<file path="config.mk">
export PLATFORM = sky130hd
export DESIGN_NAME = qfc_top
export DESIGN_NICKNAME = d
export VERILOG_FILES = /design/src/qfc_pkg.sv /design/src/qfc_if.sv /design/src/qfc_cond.sv /design/src/qfc_axil.sv /design/src/qfc_top.sv
export VERILOG_INCLUDE_DIRS = /design/src
export SDC_FILE = /design/constraint.sdc
export NUM_CORES = 1
export LEC_CHECK = 0
export ABC_AREA = 1
export BUFFER_PORTS_ARGS = -buffer_cell sky130_fd_sc_hd__buf_2
export CORE_MARGIN = 5
export CORE_UTILIZATION = 65
export CTS_CLUSTER_DIAMETER = 80
export DETAILED_ROUTE_END_ITERATION = 12
export PLACE_DENSITY = 0.84
export SYNTH_ARGS = -nofsm -noshare
export SYNTH_HDL_FRONTEND = slang
export SYNTH_HIERARCHICAL = 1
export SYNTH_SLANG_ARGS = --single-unit
</file>
<file path="constraint.sdc">
create_clock -name aclk -period 8.1 [get_ports aclk]
set_clock_uncertainty 0.1 [all_clocks]
set_input_delay 1.62 -clock aclk [delete_from_list [all_inputs] [get_ports aclk]]
set_output_delay 1.62 -clock aclk [all_outputs]
set_load 0.05 [all_outputs]
</file>
<file path="src/qfc_regs.svh">
// register offsets, field positions, reset values and timing for the fast counter
`ifndef QFC_REGS_SVH
`define QFC_REGS_SVH
`define QFC_ADDR_W 8
`define QFC_OFS_CTRL 8'h00
`define QFC_OFS_COUNT 8'h04
`define QFC_OFS_PRESET 8'h08
`define QFC_OFS_STATUS 8'h0C
`define QFC_OFS_IRQ_MASK 8'h10
`define QFC_CTRL_ASSIGN 0
`define QFC_CTRL_MODE_LSB 1
`define QFC_CTRL_MODE_MSB 3
`define QFC_CTRL_TIMER 4
`define QFC_CTRL_LEN16 5
`define QFC_CTRL_SMASK 6
`define QFC_CTRL_SCLEAR 7
`define QFC_CTRL_USE_LSB 8
`define QFC_CTRL_USE_MSB 11
`define QFC_CTRL_INV_LSB 12
`define QFC_CTRL_INV_MSB 15
`define QFC_CTRL_RESET 32'h0000_0000
`define QFC_ST_MATCH 0
`define QFC_ST_MASK_LVL 8
`define QFC_ST_CLEAR_LVL 9
`define QFC_PINS 4
`define QFC_PIN_A 0
`define QFC_PIN_B 1
`define QFC_PIN_M 2
`define QFC_PIN_C 3
`define QFC_HALF_W 16
`define QFC_RESP_OKAY 2'h0
`define QFC_RESP_SLVERR 2'h2
`define QFC_CLK_NS 5
`define QFC_TICK_NS 1000
`define QFC_TICK_CYC ((`QFC_TICK_NS + `QFC_CLK_NS - 1) / `QFC_CLK_NS)
`endif

</file>
<file path="src/qfc_pkg.sv">
// types and shared decode for the fast counter
package qfc_pkg;
`include "qfc_regs.svh"
    // counting modes in field order
    typedef enum logic [2:0] {
        updn_rise_mode,
        updn_both_mode,
        pdir_rise_mode,
        pdir_both_mode,
        quad_x1_mode,
        quad_x2_mode,
        quad_x3_mode,
        quad_x4_mode
    } qfc_mode_e;

    // true for an implemented register offset
    function automatic logic qfc_addr_known(input logic [`QFC_ADDR_W-1:0] a);
        return (a == `QFC_OFS_CTRL) || (a == `QFC_OFS_COUNT) ||
            (a == `QFC_OFS_PRESET) || (a == `QFC_OFS_STATUS) ||
            (a == `QFC_OFS_IRQ_MASK);
    endfunction
endpackage

</file>
<file path="src/qfc_if.sv">
// carriers between the counter core, input conditioner and bus slave
`timescale 1ns/100ps
`include "qfc_regs.svh"
interface qfc_pin_if;
    logic [`QFC_PINS-1:0] lvl;
    logic [`QFC_PINS-1:0] rise;
    logic [`QFC_PINS-1:0] fall;
    modport cond (output lvl, output rise, output fall);
    modport core (input lvl, input rise, input fall);
endinterface

interface qfc_reg_if;
    logic wr;
    logic [`QFC_ADDR_W-1:0] waddr;
    logic [31:0] wdata;
    logic [3:0] wstrb;
    logic werr;
    logic [`QFC_ADDR_W-1:0] raddr;
    logic [31:0] rdata;
    logic rerr;
    modport slave (output wr, waddr, wdata, wstrb, raddr, input werr, rdata, rerr);
    modport core (input wr, waddr, wdata, wstrb, raddr, output werr, rdata, rerr);
endinterface

</file>
<file path="src/qfc_cond.sv">
// input conditioner: synchroniser, inversion, use gate and edge detect
`timescale 1ns/100ps
`include "qfc_regs.svh"
module qfc_cond #(
    parameter int N = `QFC_PINS
) (
    input wire logic aclk,
    input wire logic aresetn,
    input wire logic [N-1:0] pin,
    input wire logic [N-1:0] use_sel,
    input wire logic [N-1:0] inv_sel,
    qfc_pin_if.cond sig
);
    if (N != `QFC_PINS) begin : g_chk
        $error("qfc_cond: N must match the pin carrier width");
    end

    logic [N-1:0] meta_r;
    logic [N-1:0] sync_r;
    logic [N-1:0] prev_r;
    logic [N-1:0] lvl;

    for (genvar i = 0; i < N; i++) begin : g_pin
        // two flops, then polarity and use gate
        always_ff @(posedge aclk) begin
            if (!aresetn) begin
                meta_r[i] <= 1'h0;
                sync_r[i] <= 1'h0;
                prev_r[i] <= 1'h0;
            end else begin
                meta_r[i] <= pin[i];
                sync_r[i] <= meta_r[i];
                prev_r[i] <= lvl[i];
            end
        end
        assign lvl[i] = (sync_r[i] ^ inv_sel[i]) & use_sel[i];
        assign sig.rise[i] = lvl[i] & ~prev_r[i];
        assign sig.fall[i] = ~lvl[i] & prev_r[i];
    end
    assign sig.lvl = lvl;
endmodule

</file>
<file path="src/qfc_axil.sv">
// axi4-lite slave front end, one write and one read in flight
`timescale 1ns/100ps
`include "qfc_regs.svh"
module qfc_axil (
    input wire logic aclk,
    input wire logic aresetn,
    input wire logic [`QFC_ADDR_W-1:0] awaddr,
    input wire logic awvalid,
    output logic awready,
    input wire logic [31:0] wdata,
    input wire logic [3:0] wstrb,
    input wire logic wvalid,
    output logic wready,
    output logic [1:0] bresp,
    output logic bvalid,
    input wire logic bready,
    input wire logic [`QFC_ADDR_W-1:0] araddr,
    input wire logic arvalid,
    output logic arready,
    output logic [31:0] rdata,
    output logic [1:0] rresp,
    output logic rvalid,
    input wire logic rready,
    qfc_reg_if.slave rg
);
    logic aw_got_r, w_got_r, rd_pend_r;
    logic [`QFC_ADDR_W-1:0] awaddr_r, araddr_r;
    logic [31:0] wdata_r;
    logic [3:0] wstrb_r;
    logic aw_take, w_take, ar_take, do_wr;
    logic aw_got_nxt, w_got_nxt, bvalid_nxt, rvalid_nxt;

    // handshakes and next states
    assign aw_take = awvalid & awready;
    assign w_take = wvalid & wready;
    assign ar_take = arvalid & arready;
    assign do_wr = aw_got_r & w_got_r & ~bvalid;
    assign aw_got_nxt = do_wr ? 1'h0 : (aw_got_r | aw_take);
    assign w_got_nxt = do_wr ? 1'h0 : (w_got_r | w_take);
    assign bvalid_nxt = do_wr | (bvalid & ~bready);
    assign rvalid_nxt = rd_pend_r | (rvalid & ~rready);
    assign rg.wr = do_wr;
    assign rg.waddr = awaddr_r;
    assign rg.wdata = wdata_r;
    assign rg.wstrb = wstrb_r;
    assign rg.raddr = araddr_r;

    // write channels
    always_ff @(posedge aclk) begin
        if (!aresetn) begin
            aw_got_r <= 1'h0;
            w_got_r <= 1'h0;
            awready <= 1'h0;
            wready <= 1'h0;
            bvalid <= 1'h0;
            bresp <= `QFC_RESP_OKAY;
            awaddr_r <= '0;
            wdata_r <= '0;
            wstrb_r <= '0;
        end else begin
            if (aw_take) awaddr_r <= awaddr;
            if (w_take) begin
                wdata_r <= wdata;
                wstrb_r <= wstrb;
            end
            aw_got_r <= aw_got_nxt;
            w_got_r <= w_got_nxt;
            awready <= ~aw_got_nxt & ~bvalid_nxt;
            wready <= ~w_got_nxt & ~bvalid_nxt;
            bvalid <= bvalid_nxt;
            if (do_wr) bresp <= rg.werr ? `QFC_RESP_SLVERR : `QFC_RESP_OKAY;
        end
    end

    // read channels
    always_ff @(posedge aclk) begin
        if (!aresetn) begin
            rd_pend_r <= 1'h0;
            arready <= 1'h0;
            rvalid <= 1'h0;
            rdata <= '0;
            rresp <= `QFC_RESP_OKAY;
            araddr_r <= '0;
        end else begin
            if (ar_take) araddr_r <= araddr;
            rd_pend_r <= ar_take;
            rvalid <= rvalid_nxt;
            arready <= ~ar_take & ~rd_pend_r & ~rvalid_nxt;
            if (rd_pend_r) begin
                rdata <= rg.rdata;
                rresp <= rg.rerr ? `QFC_RESP_SLVERR : `QFC_RESP_OKAY;
            end
        end
    end
endmodule

</file>
<file path="src/qfc_top.sv">
// quadrature fast counter: decode, count, compare, registers and interrupt
`timescale 1ns/100ps
`include "qfc_regs.svh"

// How it works
// - A leading B counts up, lagging down
// - x1: A rise up, A fall down
// - x2: both A edges count
// - x3: both A edges plus one B edge
// - x4: every A and B edge counts
// - effective mask and clear are OR of sources
// - unit set as counter or timer
// - eight modes; unassigned unit stays idle
// - each input enabled or unused individually
// - counting inputs invertible, default not
// - mask and clear inputs invertible, default not
// - fixed dedicated pins per signal
// - roles: pulse/direction or up/down pulses
// - mask freezes counting and preset writes
// - clear holds zero, restart from zero
// - interrupt when count reaches preset
// - 32-bit count or 16-bit count plus timer
module qfc_top
    import qfc_pkg::*;
#(
    parameter int CNT_W = 32,
    parameter int TICK_CYC = `QFC_TICK_CYC
) (
    input wire logic aclk,
    input wire logic aresetn,
    input wire logic [`QFC_ADDR_W-1:0] s_axi_awaddr,
    input wire logic [2:0] s_axi_awprot,
    input wire logic s_axi_awvalid,
    output logic s_axi_awready,
    input wire logic [31:0] s_axi_wdata,
    input wire logic [3:0] s_axi_wstrb,
    input wire logic s_axi_wvalid,
    output logic s_axi_wready,
    output logic [1:0] s_axi_bresp,
    output logic s_axi_bvalid,
    input wire logic s_axi_bready,
    input wire logic [`QFC_ADDR_W-1:0] s_axi_araddr,
    input wire logic [2:0] s_axi_arprot,
    input wire logic s_axi_arvalid,
    output logic s_axi_arready,
    output logic [31:0] s_axi_rdata,
    output logic [1:0] s_axi_rresp,
    output logic s_axi_rvalid,
    input wire logic s_axi_rready,
    input wire logic in_a,
    input wire logic in_b,
    input wire logic in_mask,
    input wire logic in_clear,
    output logic irq
);
    localparam int HW = `QFC_HALF_W;
    localparam int TICK_W = (TICK_CYC > 1) ? $clog2(TICK_CYC) : 1;

    // the counter occupies one bus word and splits in two halves
    if (CNT_W != 32 || TICK_CYC < 1) begin : g_chk
        $error("qfc_top: CNT_W must be 32 and TICK_CYC at least 1");
    end

    qfc_pin_if pins ();
    qfc_reg_if rg ();

    logic [31:0] ctrl_r;
    logic [CNT_W-1:0] count_r;
    logic [CNT_W-1:0] count_nxt;
    logic [CNT_W-1:0] preset_r;
    logic status_r;
    logic irq_mask_r;
    logic eq_prev_r;
    logic [TICK_W-1:0] tick_cnt_r;
    logic tick_r;

    logic assigned, timer_sel, len16, soft_mask_bit, soft_clear_bit;
    qfc_mode_e mode;
    logic [`QFC_PINS-1:0] use_sel, inv_sel;
    logic eff_mask, eff_clear;
    logic a_lvl, b_lvl, a_rise, a_fall, b_rise, b_fall;
    logic step_up, step_dn;
    logic [CNT_W-1:0] delta, stepped;
    logic eq_now, match_evt;
    logic wr_ctrl, wr_count, wr_preset, wr_status, wr_irq_mask;

    // byte-lane merge of a bus write into a register
    function automatic logic [31:0] merge(input logic [31:0] old,
                                          input logic [31:0] nw,
                                          input logic [3:0] strb);
        logic [31:0] res;
        res = old;
        for (int i = 0; i < 4; i++) begin
            if (strb[i]) res[i*8 +: 8] = nw[i*8 +: 8];
        end
        return res;
    endfunction

    // control fields
    assign assigned = ctrl_r[`QFC_CTRL_ASSIGN];
    assign mode = qfc_mode_e'(ctrl_r[`QFC_CTRL_MODE_MSB:`QFC_CTRL_MODE_LSB]);
    assign timer_sel = ctrl_r[`QFC_CTRL_TIMER];
    assign len16 = ctrl_r[`QFC_CTRL_LEN16];
    assign soft_mask_bit = ctrl_r[`QFC_CTRL_SMASK];
    assign soft_clear_bit = ctrl_r[`QFC_CTRL_SCLEAR];
    assign use_sel = ctrl_r[`QFC_CTRL_USE_MSB:`QFC_CTRL_USE_LSB];
    assign inv_sel = ctrl_r[`QFC_CTRL_INV_MSB:`QFC_CTRL_INV_LSB];

    // bus slave front end
    qfc_axil u_axil (
        .aclk (aclk),
        .aresetn (aresetn),
        .awaddr (s_axi_awaddr),
        .awvalid (s_axi_awvalid),
        .awready (s_axi_awready),
        .wdata (s_axi_wdata),
        .wstrb (s_axi_wstrb),
        .wvalid (s_axi_wvalid),
        .wready (s_axi_wready),
        .bresp (s_axi_bresp),
        .bvalid (s_axi_bvalid),
        .bready (s_axi_bready),
        .araddr (s_axi_araddr),
        .arvalid (s_axi_arvalid),
        .arready (s_axi_arready),
        .rdata (s_axi_rdata),
        .rresp (s_axi_rresp),
        .rvalid (s_axi_rvalid),
        .rready (s_axi_rready),
        .rg (rg.slave)
    );

    // fixed pins: a, b, mask, clear
    qfc_cond #(.N(`QFC_PINS)) u_cond (
        .aclk (aclk),
        .aresetn (aresetn),
        .pin ({in_clear, in_mask, in_b, in_a}),
        .use_sel (use_sel),
        .inv_sel (inv_sel),
        .sig (pins.cond)
    );

    assign a_lvl = pins.lvl[`QFC_PIN_A];
    assign b_lvl = pins.lvl[`QFC_PIN_B];
    assign a_rise = pins.rise[`QFC_PIN_A];
    assign a_fall = pins.fall[`QFC_PIN_A];
    assign b_rise = pins.rise[`QFC_PIN_B];
    assign b_fall = pins.fall[`QFC_PIN_B];

    // hardware level or software bit; unused pins read as zero
    assign eff_mask = pins.lvl[`QFC_PIN_M] | soft_mask_bit;
    assign eff_clear = pins.lvl[`QFC_PIN_C] | soft_clear_bit;

    // counting direction per mode
    always_comb begin
        step_up = 1'h0;
        step_dn = 1'h0;
        case (mode)
            updn_rise_mode: begin
                step_up = a_rise;
                step_dn = b_rise;
            end
            updn_both_mode: begin
                step_up = a_rise | a_fall;
                step_dn = b_rise | b_fall;
            end
            pdir_rise_mode: begin
                step_up = a_rise & ~b_lvl;
                step_dn = a_rise & b_lvl;
            end
            pdir_both_mode: begin
                step_up = (a_rise | a_fall) & ~b_lvl;
                step_dn = (a_rise | a_fall) & b_lvl;
            end
            quad_x1_mode: begin
                step_up = a_rise & ~b_lvl;
                step_dn = a_fall & ~b_lvl;
            end
            quad_x2_mode: begin
                step_up = (a_rise & ~b_lvl) | (a_fall & b_lvl);
                step_dn = (a_rise & b_lvl) | (a_fall & ~b_lvl);
            end
            quad_x3_mode: begin
                step_up = (a_rise & ~b_lvl) | (a_fall & b_lvl) | (b_rise & a_lvl);
                step_dn = (a_rise & b_lvl) | (a_fall & ~b_lvl) | (b_fall & a_lvl);
            end
            quad_x4_mode: begin
                step_up = (a_rise & ~b_lvl) | (a_fall & b_lvl) |
                    (b_rise & a_lvl) | (b_fall & ~a_lvl);
                step_dn = (a_rise & b_lvl) | (a_fall & ~b_lvl) |
                    (b_rise & ~a_lvl) | (b_fall & a_lvl);
            end
            default: begin
                step_up = 1'h0;
                step_dn = 1'h0;
            end
        endcase
    end

    // plus one, minus one, or nothing when both cancel
    always_comb begin
        delta = '0;
        if (timer_sel) begin
            delta = {{(CNT_W-1){1'h0}}, tick_r};
        end else if (step_up && !step_dn) begin
            delta = {{(CNT_W-1){1'h0}}, 1'h1};
        end else if (step_dn && !step_up) begin
            delta = '1;
        end
    end
    assign stepped = count_r + delta;

    // register strobes
    assign wr_ctrl = rg.wr && (rg.waddr == `QFC_OFS_CTRL);
    assign wr_count = rg.wr && (rg.waddr == `QFC_OFS_COUNT);
    assign wr_preset = rg.wr && (rg.waddr == `QFC_OFS_PRESET);
    assign wr_status = rg.wr && (rg.waddr == `QFC_OFS_STATUS);
    assign wr_irq_mask = rg.wr && (rg.waddr == `QFC_OFS_IRQ_MASK);
    assign rg.werr = !qfc_addr_known(rg.waddr);
    assign rg.rerr = !qfc_addr_known(rg.raddr);

    // next count: clear, then load, then masked or idle hold, then step
    always_comb begin
        count_nxt = count_r;
        if (eff_clear) begin
            count_nxt = '0;
        end else if (wr_count) begin
            count_nxt = merge(count_r, rg.wdata, rg.wstrb);
        end else if (eff_mask || !assigned) begin
            count_nxt = count_r;
        end else if (timer_sel) begin
            count_nxt = stepped;
        end else if (len16) begin
            count_nxt = {count_r[CNT_W-1:HW] + {{(CNT_W-HW-1){1'h0}}, tick_r},
                stepped[HW-1:0]};
        end else begin
            count_nxt = stepped;
        end
    end

    // count register
    always_ff @(posedge aclk) begin
        if (!aresetn) begin
            count_r <= '0;
        end else begin
            count_r <= count_nxt;
        end
    end

    // timer tick divider
    always_ff @(posedge aclk) begin
        if (!aresetn) begin
            tick_cnt_r <= '0;
            tick_r <= 1'h0;
        end else if (tick_cnt_r == TICK_W'(TICK_CYC - 1)) begin
            tick_cnt_r <= '0;
            tick_r <= 1'h1;
        end else begin
            tick_cnt_r <= tick_cnt_r + 1'h1;
            tick_r <= 1'h0;
        end
    end

    // control and configuration registers
    always_ff @(posedge aclk) begin
        if (!aresetn) begin
            ctrl_r <= `QFC_CTRL_RESET;
            irq_mask_r <= 1'h0;
        end else begin
            if (wr_ctrl) ctrl_r <= merge(ctrl_r, rg.wdata, rg.wstrb);
            if (wr_irq_mask && rg.wstrb[0]) irq_mask_r <= rg.wdata[`QFC_ST_MATCH];
        end
    end

    // preset is frozen while masked
    always_ff @(posedge aclk) begin
        if (!aresetn) begin
            preset_r <= '0;
        end else if (wr_preset && !eff_mask) begin
            preset_r <= merge(preset_r, rg.wdata, rg.wstrb);
        end
    end

    // comparator: event on the cycle count first equals preset
    assign eq_now = len16 ? (count_r[HW-1:0] == preset_r[HW-1:0]) : (count_r == preset_r);
    assign match_evt = assigned && eq_now && !eq_prev_r;

    // sticky status, set wins over write-one clear
    always_ff @(posedge aclk) begin
        if (!aresetn) begin
            eq_prev_r <= 1'h1;
            status_r <= 1'h0;
        end else begin
            eq_prev_r <= eq_now;
            if (match_evt) begin
                status_r <= 1'h1;
            end else if (wr_status && rg.wstrb[0] && rg.wdata[`QFC_ST_MATCH]) begin
                status_r <= 1'h0;
            end
        end
    end

    // level interrupt
    always_ff @(posedge aclk) begin
        if (!aresetn) begin
            irq <= 1'h0;
        end else begin
            irq <= status_r & irq_mask_r;
        end
    end

    // read data mux
    always_comb begin
        rg.rdata = 32'h0000_0000;
        if (rg.raddr == `QFC_OFS_CTRL) begin
            rg.rdata = ctrl_r;
        end else if (rg.raddr == `QFC_OFS_COUNT) begin
            rg.rdata = count_r;
        end else if (rg.raddr == `QFC_OFS_PRESET) begin
            rg.rdata = preset_r;
        end else if (rg.raddr == `QFC_OFS_STATUS) begin
            rg.rdata[`QFC_ST_MATCH] = status_r;
            rg.rdata[`QFC_ST_MASK_LVL] = eff_mask;
            rg.rdata[`QFC_ST_CLEAR_LVL] = eff_clear;
        end else if (rg.raddr == `QFC_OFS_IRQ_MASK) begin
            rg.rdata[`QFC_ST_MATCH] = irq_mask_r;
        end
    end
endmodule

</file>
==> metrics.md, run 1 <==
| Metric | Value |
|---|---|
| Pleak | about 5.7 nW |
| Setup TNS | 0 ns |
| Initial antenna violation count | 0 |
| Die width | 144.2 um |
| I/O pin total | 111 |
| Net Sw Frac | 0.2617 |
| Part of the power in the clock network | 0.447 |
| Arr. time, crit path | 5.06 ns |
| CP Launch Type | flop |
| GRT Total Usage | 0.3412 |
| Final hold violations | 0 |
| Crit path from | ctrl_r[12] |
| Area of the core | 0.01784 mm2 |
| Int Power | 0.001770 W |
| Clk_lat worst skew | 0.52 ns |
| First-pass DRT Iterations | 5 |
| Slowest-stage cell, CP | nor2_2 |
| Sequential fraction of design power | 0.465 |
| Synth Instances | 1733 |
| RSZ-0062 raised after global routing | no |
| Row count | between 40 and 50 |
| CTS tree | done |
| Final Cycle Share | 0.5889 |
| DR WL met3 | 4247 um |
| CP peak stage delay | 0.72 ns |
| # fillers | 1451 |
| First-pass GRT wire length | 57610 um |
| Worst slew margin | 0.1532 |
| Peak VDD IR | around 0.00018 V |
| Wire per inst | around 17 um |
| Largest net degree at the start of global routing | roughly 120 |
| YS warnings | 6 |
| Final WL | 35710 um |
| Min cycle time layout | about 4.8 ns |
| Post-cts sizing count | 0 |
| DPL Wire Length | 25930 um |
| Initial Utilization | 0.6564 |
| NumNets Final | 1874 |
| Die area | 0.02080 mm2 |
| Status | complete, no violations |
| Detail Route Antenna Nets | 0 |
| Vias | 12390 |
| CP max FO | 22 |
| Iter 0 DRT Violations | ~1700 |
| Top routing layer used | met4 |
| Synth Cell Area | 0.01171 mm2 |
| Die extent in y | 144.2 um |
| Antenna fix cells | 0 |
| Worst-Margin Slew | 1.269 ns |
| Vias per std cell | 6.059 |
| Final Slew Violations | 0 |
| CTS root buffer | clkbuf_16 |
| # setup viols final | 0 |
| Max-Cap Viols | 0 |
| DRC | 0 |
| Crit Path Class | reg -> reg |
| Comb power frac | 0.089 |
| Clock sinks | 213 |
| Hold_buf cts | 0 |
| CP dominant cell by count | nand2_1 |
| Post-Syn Area per Cell | between 6 and 7 um2 |
| Kind of end point of the critical path | flop |
| Hold Path Origin | u_cond/meta_r[3] |
| Most common cell after layout, fill and taps aside | nand2_1 |
| Most frequent cells in the layout | 322 x nand2_1, 286 x nor2_1, 213 x dfxtp_1 |
| Vias in the first global route | ~11000 |
| Fraction of layout cells with a size suffix above 1 | 0.1278 |
| GPL Wtd Cong | 0.9910 |
| Routed met2 length | roughly 16000 um |
| Switching power | about 0.00063 W |
| Worst r2r src | ctrl_r[12] |
| Fmax | 209.7 MHz |
| Buffers on Ports | about 100 |
| Worst Path Required | 8.39 ns |
| HP Class | reg -> reg |
| Metal-1 WL | 15170 um |
| Area Overhead vs Synth | 10.63% |
| TritonCTS Buffers | 23 |
| Post-CTS setup buffers | 0 |
| Clk pin slew, worst setup/hold paths | ~0.06 ns |
| GR Overflow Total | 0 |
| Max clock buf depth | 3 |
| Power per cell area | approximately 180 mW/mm2 |
| Tot Pwr | 0.002397 W |
| Htree depth | 1 |
==> flip-flops by register name (all words and copies together) (netlist names), 2 cells and up <==
register,count
count_r,32
ctrl_r,32
preset_r,32
u_axil/rdata,32
u_axil/rg.wdata,32
tick_cnt_r,8
u_axil/rg.raddr,8
u_axil/rg.waddr,8
u_axil/rg.wstrb,4
u_cond/meta_r,4
u_cond/sync_r,4
u_cond/prev_r,2
==> layer usage <==
layer  GRT usage  vias to the layer above
li1            -                     5882
met1      0.4942                     5663
met2      0.5194                      767
met3     0.06978                       79
met4     0.09475                        0
met5           0                        -
==> final timing paths <==
path / to / slack [ns] / depth (start not counted)
worst max register to register: count_r[30] / 3.33 / 28
worst min-delay path: u_cond/sync_r[3] / 0.33 / 2
worst max-delay path: count_r[30] / 3.33 / 28
worst min register to register: u_cond/sync_r[3] / 0.33 / 2
==> power groups by stage <==
stage,combinational (W),sequential (W),clock [W]
2_1_floorplan,0.000114,0.00116,0
3_3_place_gp,0.000200,0.00113,0
3_5_place_dp,0.000205,0.00113,0
4_1_cts,0.000208,0.00111,0.00108
5_1_grt,0.000232,0.00112,0.00113
6_report,0.000212,0.00111,0.00107
==> worst max-delay path: cells and delay by family, from the launching register on <==
family,cells,cell delay (ns)
compound gates,4,0.35
buf+inv,1,0.12
flops,1,0.42
fa+ha+maj,1,0.67
simple gates,22,2.99
==> metrics by stage <==
stage	util	worst slack, ns	hold WS (ns)	cell area [um2]	std cells
finish	0.7262	3.330	0.3257	12960	2045
global route	0.7262	2.814	0.3431	12960	2045
CTS	0.7262	3.414	0.3285	12960	2045
detailed placement	0.6827	3.490	0.3077	12180	2003
global placement	0.6827	3.588	0.3067	12180	2003
floorplan	-	4.835	0.2905	11720	1734
==> layout make-up <==
cell class                      instances  area, um2  area share
Clock buffer                           29      638.1     0.04925
Timing Repair Buffer                  109      565.5     0.04365
Multi-Input combinational cell       1260       6341      0.4894
Sequential cell                       213       4264      0.3291
Tap cell                              229      286.5     0.02211
Inverter                              192      723.2     0.05582
Clock inverter                         13      137.6     0.01062
Note: power is estimated with default switching activity, not from simulation.
==> run 2, diff against run 1 <==
--- a/config.mk
+++ b/config.mk
@@ -9,10 +9,10 @@
 export ABC_AREA = 1
 export BUFFER_PORTS_ARGS = -buffer_cell sky130_fd_sc_hd__buf_2
 export CORE_MARGIN = 5
-export CORE_UTILIZATION = 65
+export CORE_UTILIZATION = 54
 export CTS_CLUSTER_DIAMETER = 80
 export DETAILED_ROUTE_END_ITERATION = 12
-export PLACE_DENSITY = 0.84
+export PLACE_DENSITY = 0.75
 export SYNTH_ARGS = -nofsm -noshare
 export SYNTH_HDL_FRONTEND = slang
 export SYNTH_HIERARCHICAL = 1
==> constraint.sdc (replaced) <==
create_clock -name aclk -period 4.3 [get_ports aclk]
set_clock_uncertainty 0.1 [all_clocks]
set_input_delay 0.86 -clock aclk [delete_from_list [all_inputs] [get_ports aclk]]
set_output_delay 0.86 -clock aclk [all_outputs]
set_load 0.05 [all_outputs]
==> run 2 against run 1 <==
  * Maximum frequency rose by 24%
  * First-iteration DRC count down 28%
  * Via count fell by 3.5%
  * Worst setup slack lost 2.9 ns
  * Core utilization fell by 11 points
  * Sequential share of layout area down 0.33 points
  * Register-to-register slack worse by 2.9 ns
  * Critical endpoint is now count_r[29]
  * Largest cell class unchanged
  * Largest power group unchanged
==> metrics.md, run 2 (synthesized netlist as in run 1, its figures left out) <==
| Metric | Value |
|---|---|
| Max-Cap Viols | 0 (unchanged) |
| Fraction of layout cells with a size suffix above 1 | 0.1311 (+0.003349) |
| First-pass GRT wire length | 58480 um (+1.5%) |
| Vias in the first global route | 11010 (-2.7%) |
| GRT Total Usage | 0.2889 (-0.05232) |
| Clk pin slew, worst setup/hold paths | 0.06 ns (about the same) |
| First-pass DRT Iterations | 6 (+1) |
| CTS root buffer | clkbuf_16 |
| Die extent in y | 157.3 um (+9.0%) |
| Kind of end point of the critical path | flop |
| NumNets Final | 1881 (+0.37%) |
| TritonCTS Buffers | 23 (unchanged) |
| Setup WS post-layout | 0.4440 ns (-2.886 ns) |
| Worst Path Required | 4.60 ns (-3.79 ns) |
| Max clock buf depth | 3 (unchanged) |
| Clock sinks | 213 (unchanged) |
| HP Class | reg -> reg |
| Vias per std cell | 5.701 (-5.9%) |
| Area of the core | 0.02122 mm2 (+19%) |
| DPL Wire Length | 27020 um (+4.2%) |
| Peak VDD IR | 0.0003732 V (+110%) |
| Place WS | 0.2992 ns (-3.191 ns) |
| Antenna fix cells | 0 (unchanged) |
| GR Overflow Total | 0 (unchanged) |
| Clk_lat worst skew | 0.51 ns (about the same) |
| Worst-Margin Slew | 1.261 ns (-0.007551 ns) |
| Final Slew Violations | 0 (unchanged) |
| Final Cycle Share | 0.8967 (+0.3079) |
| Area Overhead vs Synth | 11.74% |
| Die area | 0.02473 mm2 (+19%) |
| Largest net degree at the start of global routing | 103 (-16%) |
| Hold Path Origin | u_cond/meta_r[3] |
| GPL Wtd Cong | 0.9350 (-5.7%) |
| I/O pin total | 111 (unchanged) |
| Wire per inst | 17.20 um (-1.5%) |
| Die width | 157.3 um (+9.0%) |
| Iter 0 DRT Violations | 1259 (-28%) |
| DRC | 0 (unchanged) |
| Most frequent cells in the layout | 322 x nand2_1, 286 x nor2_1, 213 x dfxtp_1 |
| Buffers on Ports | 102 (unchanged) |
| CP Launch Type | flop |
| Pleak | 5.716 nW (+0.62%) |
| CTS tree | done |
| Row count | 53 (+8.2%) |
| Setup TNS | 0 ns (unchanged) |
| Final hold violations | 0 (unchanged) |
| Arr. time, crit path | 4.16 ns (-0.90 ns) |
| Worst slew margin | 0.1582 (+0.005039) |
| Vias | 11960 (-3.5%) |
| RSZ-0062 raised after global routing | no |
| Fmax | 259.3 MHz (+24%) |
| Post-CTS setup buffers | 0 (unchanged) |
| Design area | 0.01309 mm2 (+1.0%) |
| Initial antenna violation count | 0 (unchanged) |
| # setup viols final | 0 (unchanged) |
| Crit Path Class | reg -> reg |
| Min cycle time layout | 3.856 ns (-0.9138 ns) |
| Status | complete, no violations |
| Detail Route Antenna Nets | 0 (unchanged) |
| Crit path from | ctrl_r[12] |
| Worst r2r src | ctrl_r[12] |
| Final WL | 36080 um (+1.0%) |
| Power per cell area | 346.1 mW/mm2 (+87%) |
| Htree depth | 1 (unchanged) |
| Initial Utilization | 0.5519 (-0.1045) |
| Most common cell after layout, fill and taps aside | nand2_1 |
| Placed inst area | 0.01230 mm2 (+1.0%) |
| CP max FO | 27 (+23%) |
-- run 2: cell types whose count changed in the layout (fill, tap and decap cells not counted), sizes merged --
| cell | before | now |
|---|---|---|
| inv | 192 | 190 |
| bufinv | 2 | 3 |
| clkinv | 9 | 10 |
| buf | 109 | 116 |
-- run 2: metal layers --
metal | GRT usage | part of all wire | up-vias | routed length, um
li1 | - | - | 5904 | -
met1 | 0.4394 | 0.47 | 5488 | 16860
met2 | 0.4352 | 0.43 | 510 | 15340
met3 | 0.04262 | 0.087 | 59 | 3137
met4 | 0.06186 | 0.021 | 0 | 743
met5 | 0 | 0 | - | 0
-- run 2: layout make-up --
cell class	count	area, um2
Fill cell	2007	8134
Multi-Input combinational cell	1260	6344
Timing Repair Buffer	116	630.6
Tap cell	275	344.1
Inverter	192	723.2
Sequential cell	213	4264
Clock inverter	13	152.6
Clock buffer	29	628.1
-- run 2: timing repair --
action / CTS / global route
resized for setup: 0 / 1
setup endpoints to repair: 0 / 16
hold buffers: 0 / 0
-- run 2: final timing paths --
kind	end	slack, ns	cells after the start
setup / recovery	count_r[29]	0.44	25
hold / removal	u_cond/sync_r[3]	0.32	2
setup reg to reg	count_r[29]	0.44	25
hold reg to reg	u_cond/sync_r[3]	0.32	2
-- run 2: critical path, cell delays in order, from the launching register on --
cell       delay, ns
dfxtp_1         0.44
nand2_1         0.10
nand2_2         0.11
nor2_2          0.07
nor2_2          0.14
nand2_1         0.11
nand2_1         0.07
o311ai_0        0.10
o21ai_0         0.10
nand2_1         0.07
o2111ai_1       0.08
ha_2            0.44
nand2_8         0.18
buf_4           0.22
nand2_2         0.06
nand2_1         0.11
nor2_1          0.19
nand2_2         0.12
nor2_2          0.14
nand2_1         0.07
nand3_2         0.12
nand3b_1        0.14
nand3b_1        0.11
nand3_1         0.14
nand2_1         0.15
a21oi_1         0.07
-- run 2: stage by stage --
step	hold WS (ns)	power [W]	utilization	instances
after CTS	0.3195	0.004538	0.6166	2098
after floorplan	0.2905	0.002398	-	1734
after global placement	0.3019	0.002519	0.5798	2056
after global routing	0.3418	0.004698	0.6167	2098
final	0.3154	0.004529	0.6167	2098
after detailed placement	0.3066	0.002526	0.5798	2056
-- run 2: report_power, final --
group | switching (W) | leakage [nW] | internal [W]
Clock | 0.000815 | 0.384 | 0.00122
Combinational | 0.000282 | 3.60 | 0.000111
Sequential | 0.0000621 | 1.73 | 0.00204
Total | 0.00116 | 5.72 | 0.00337
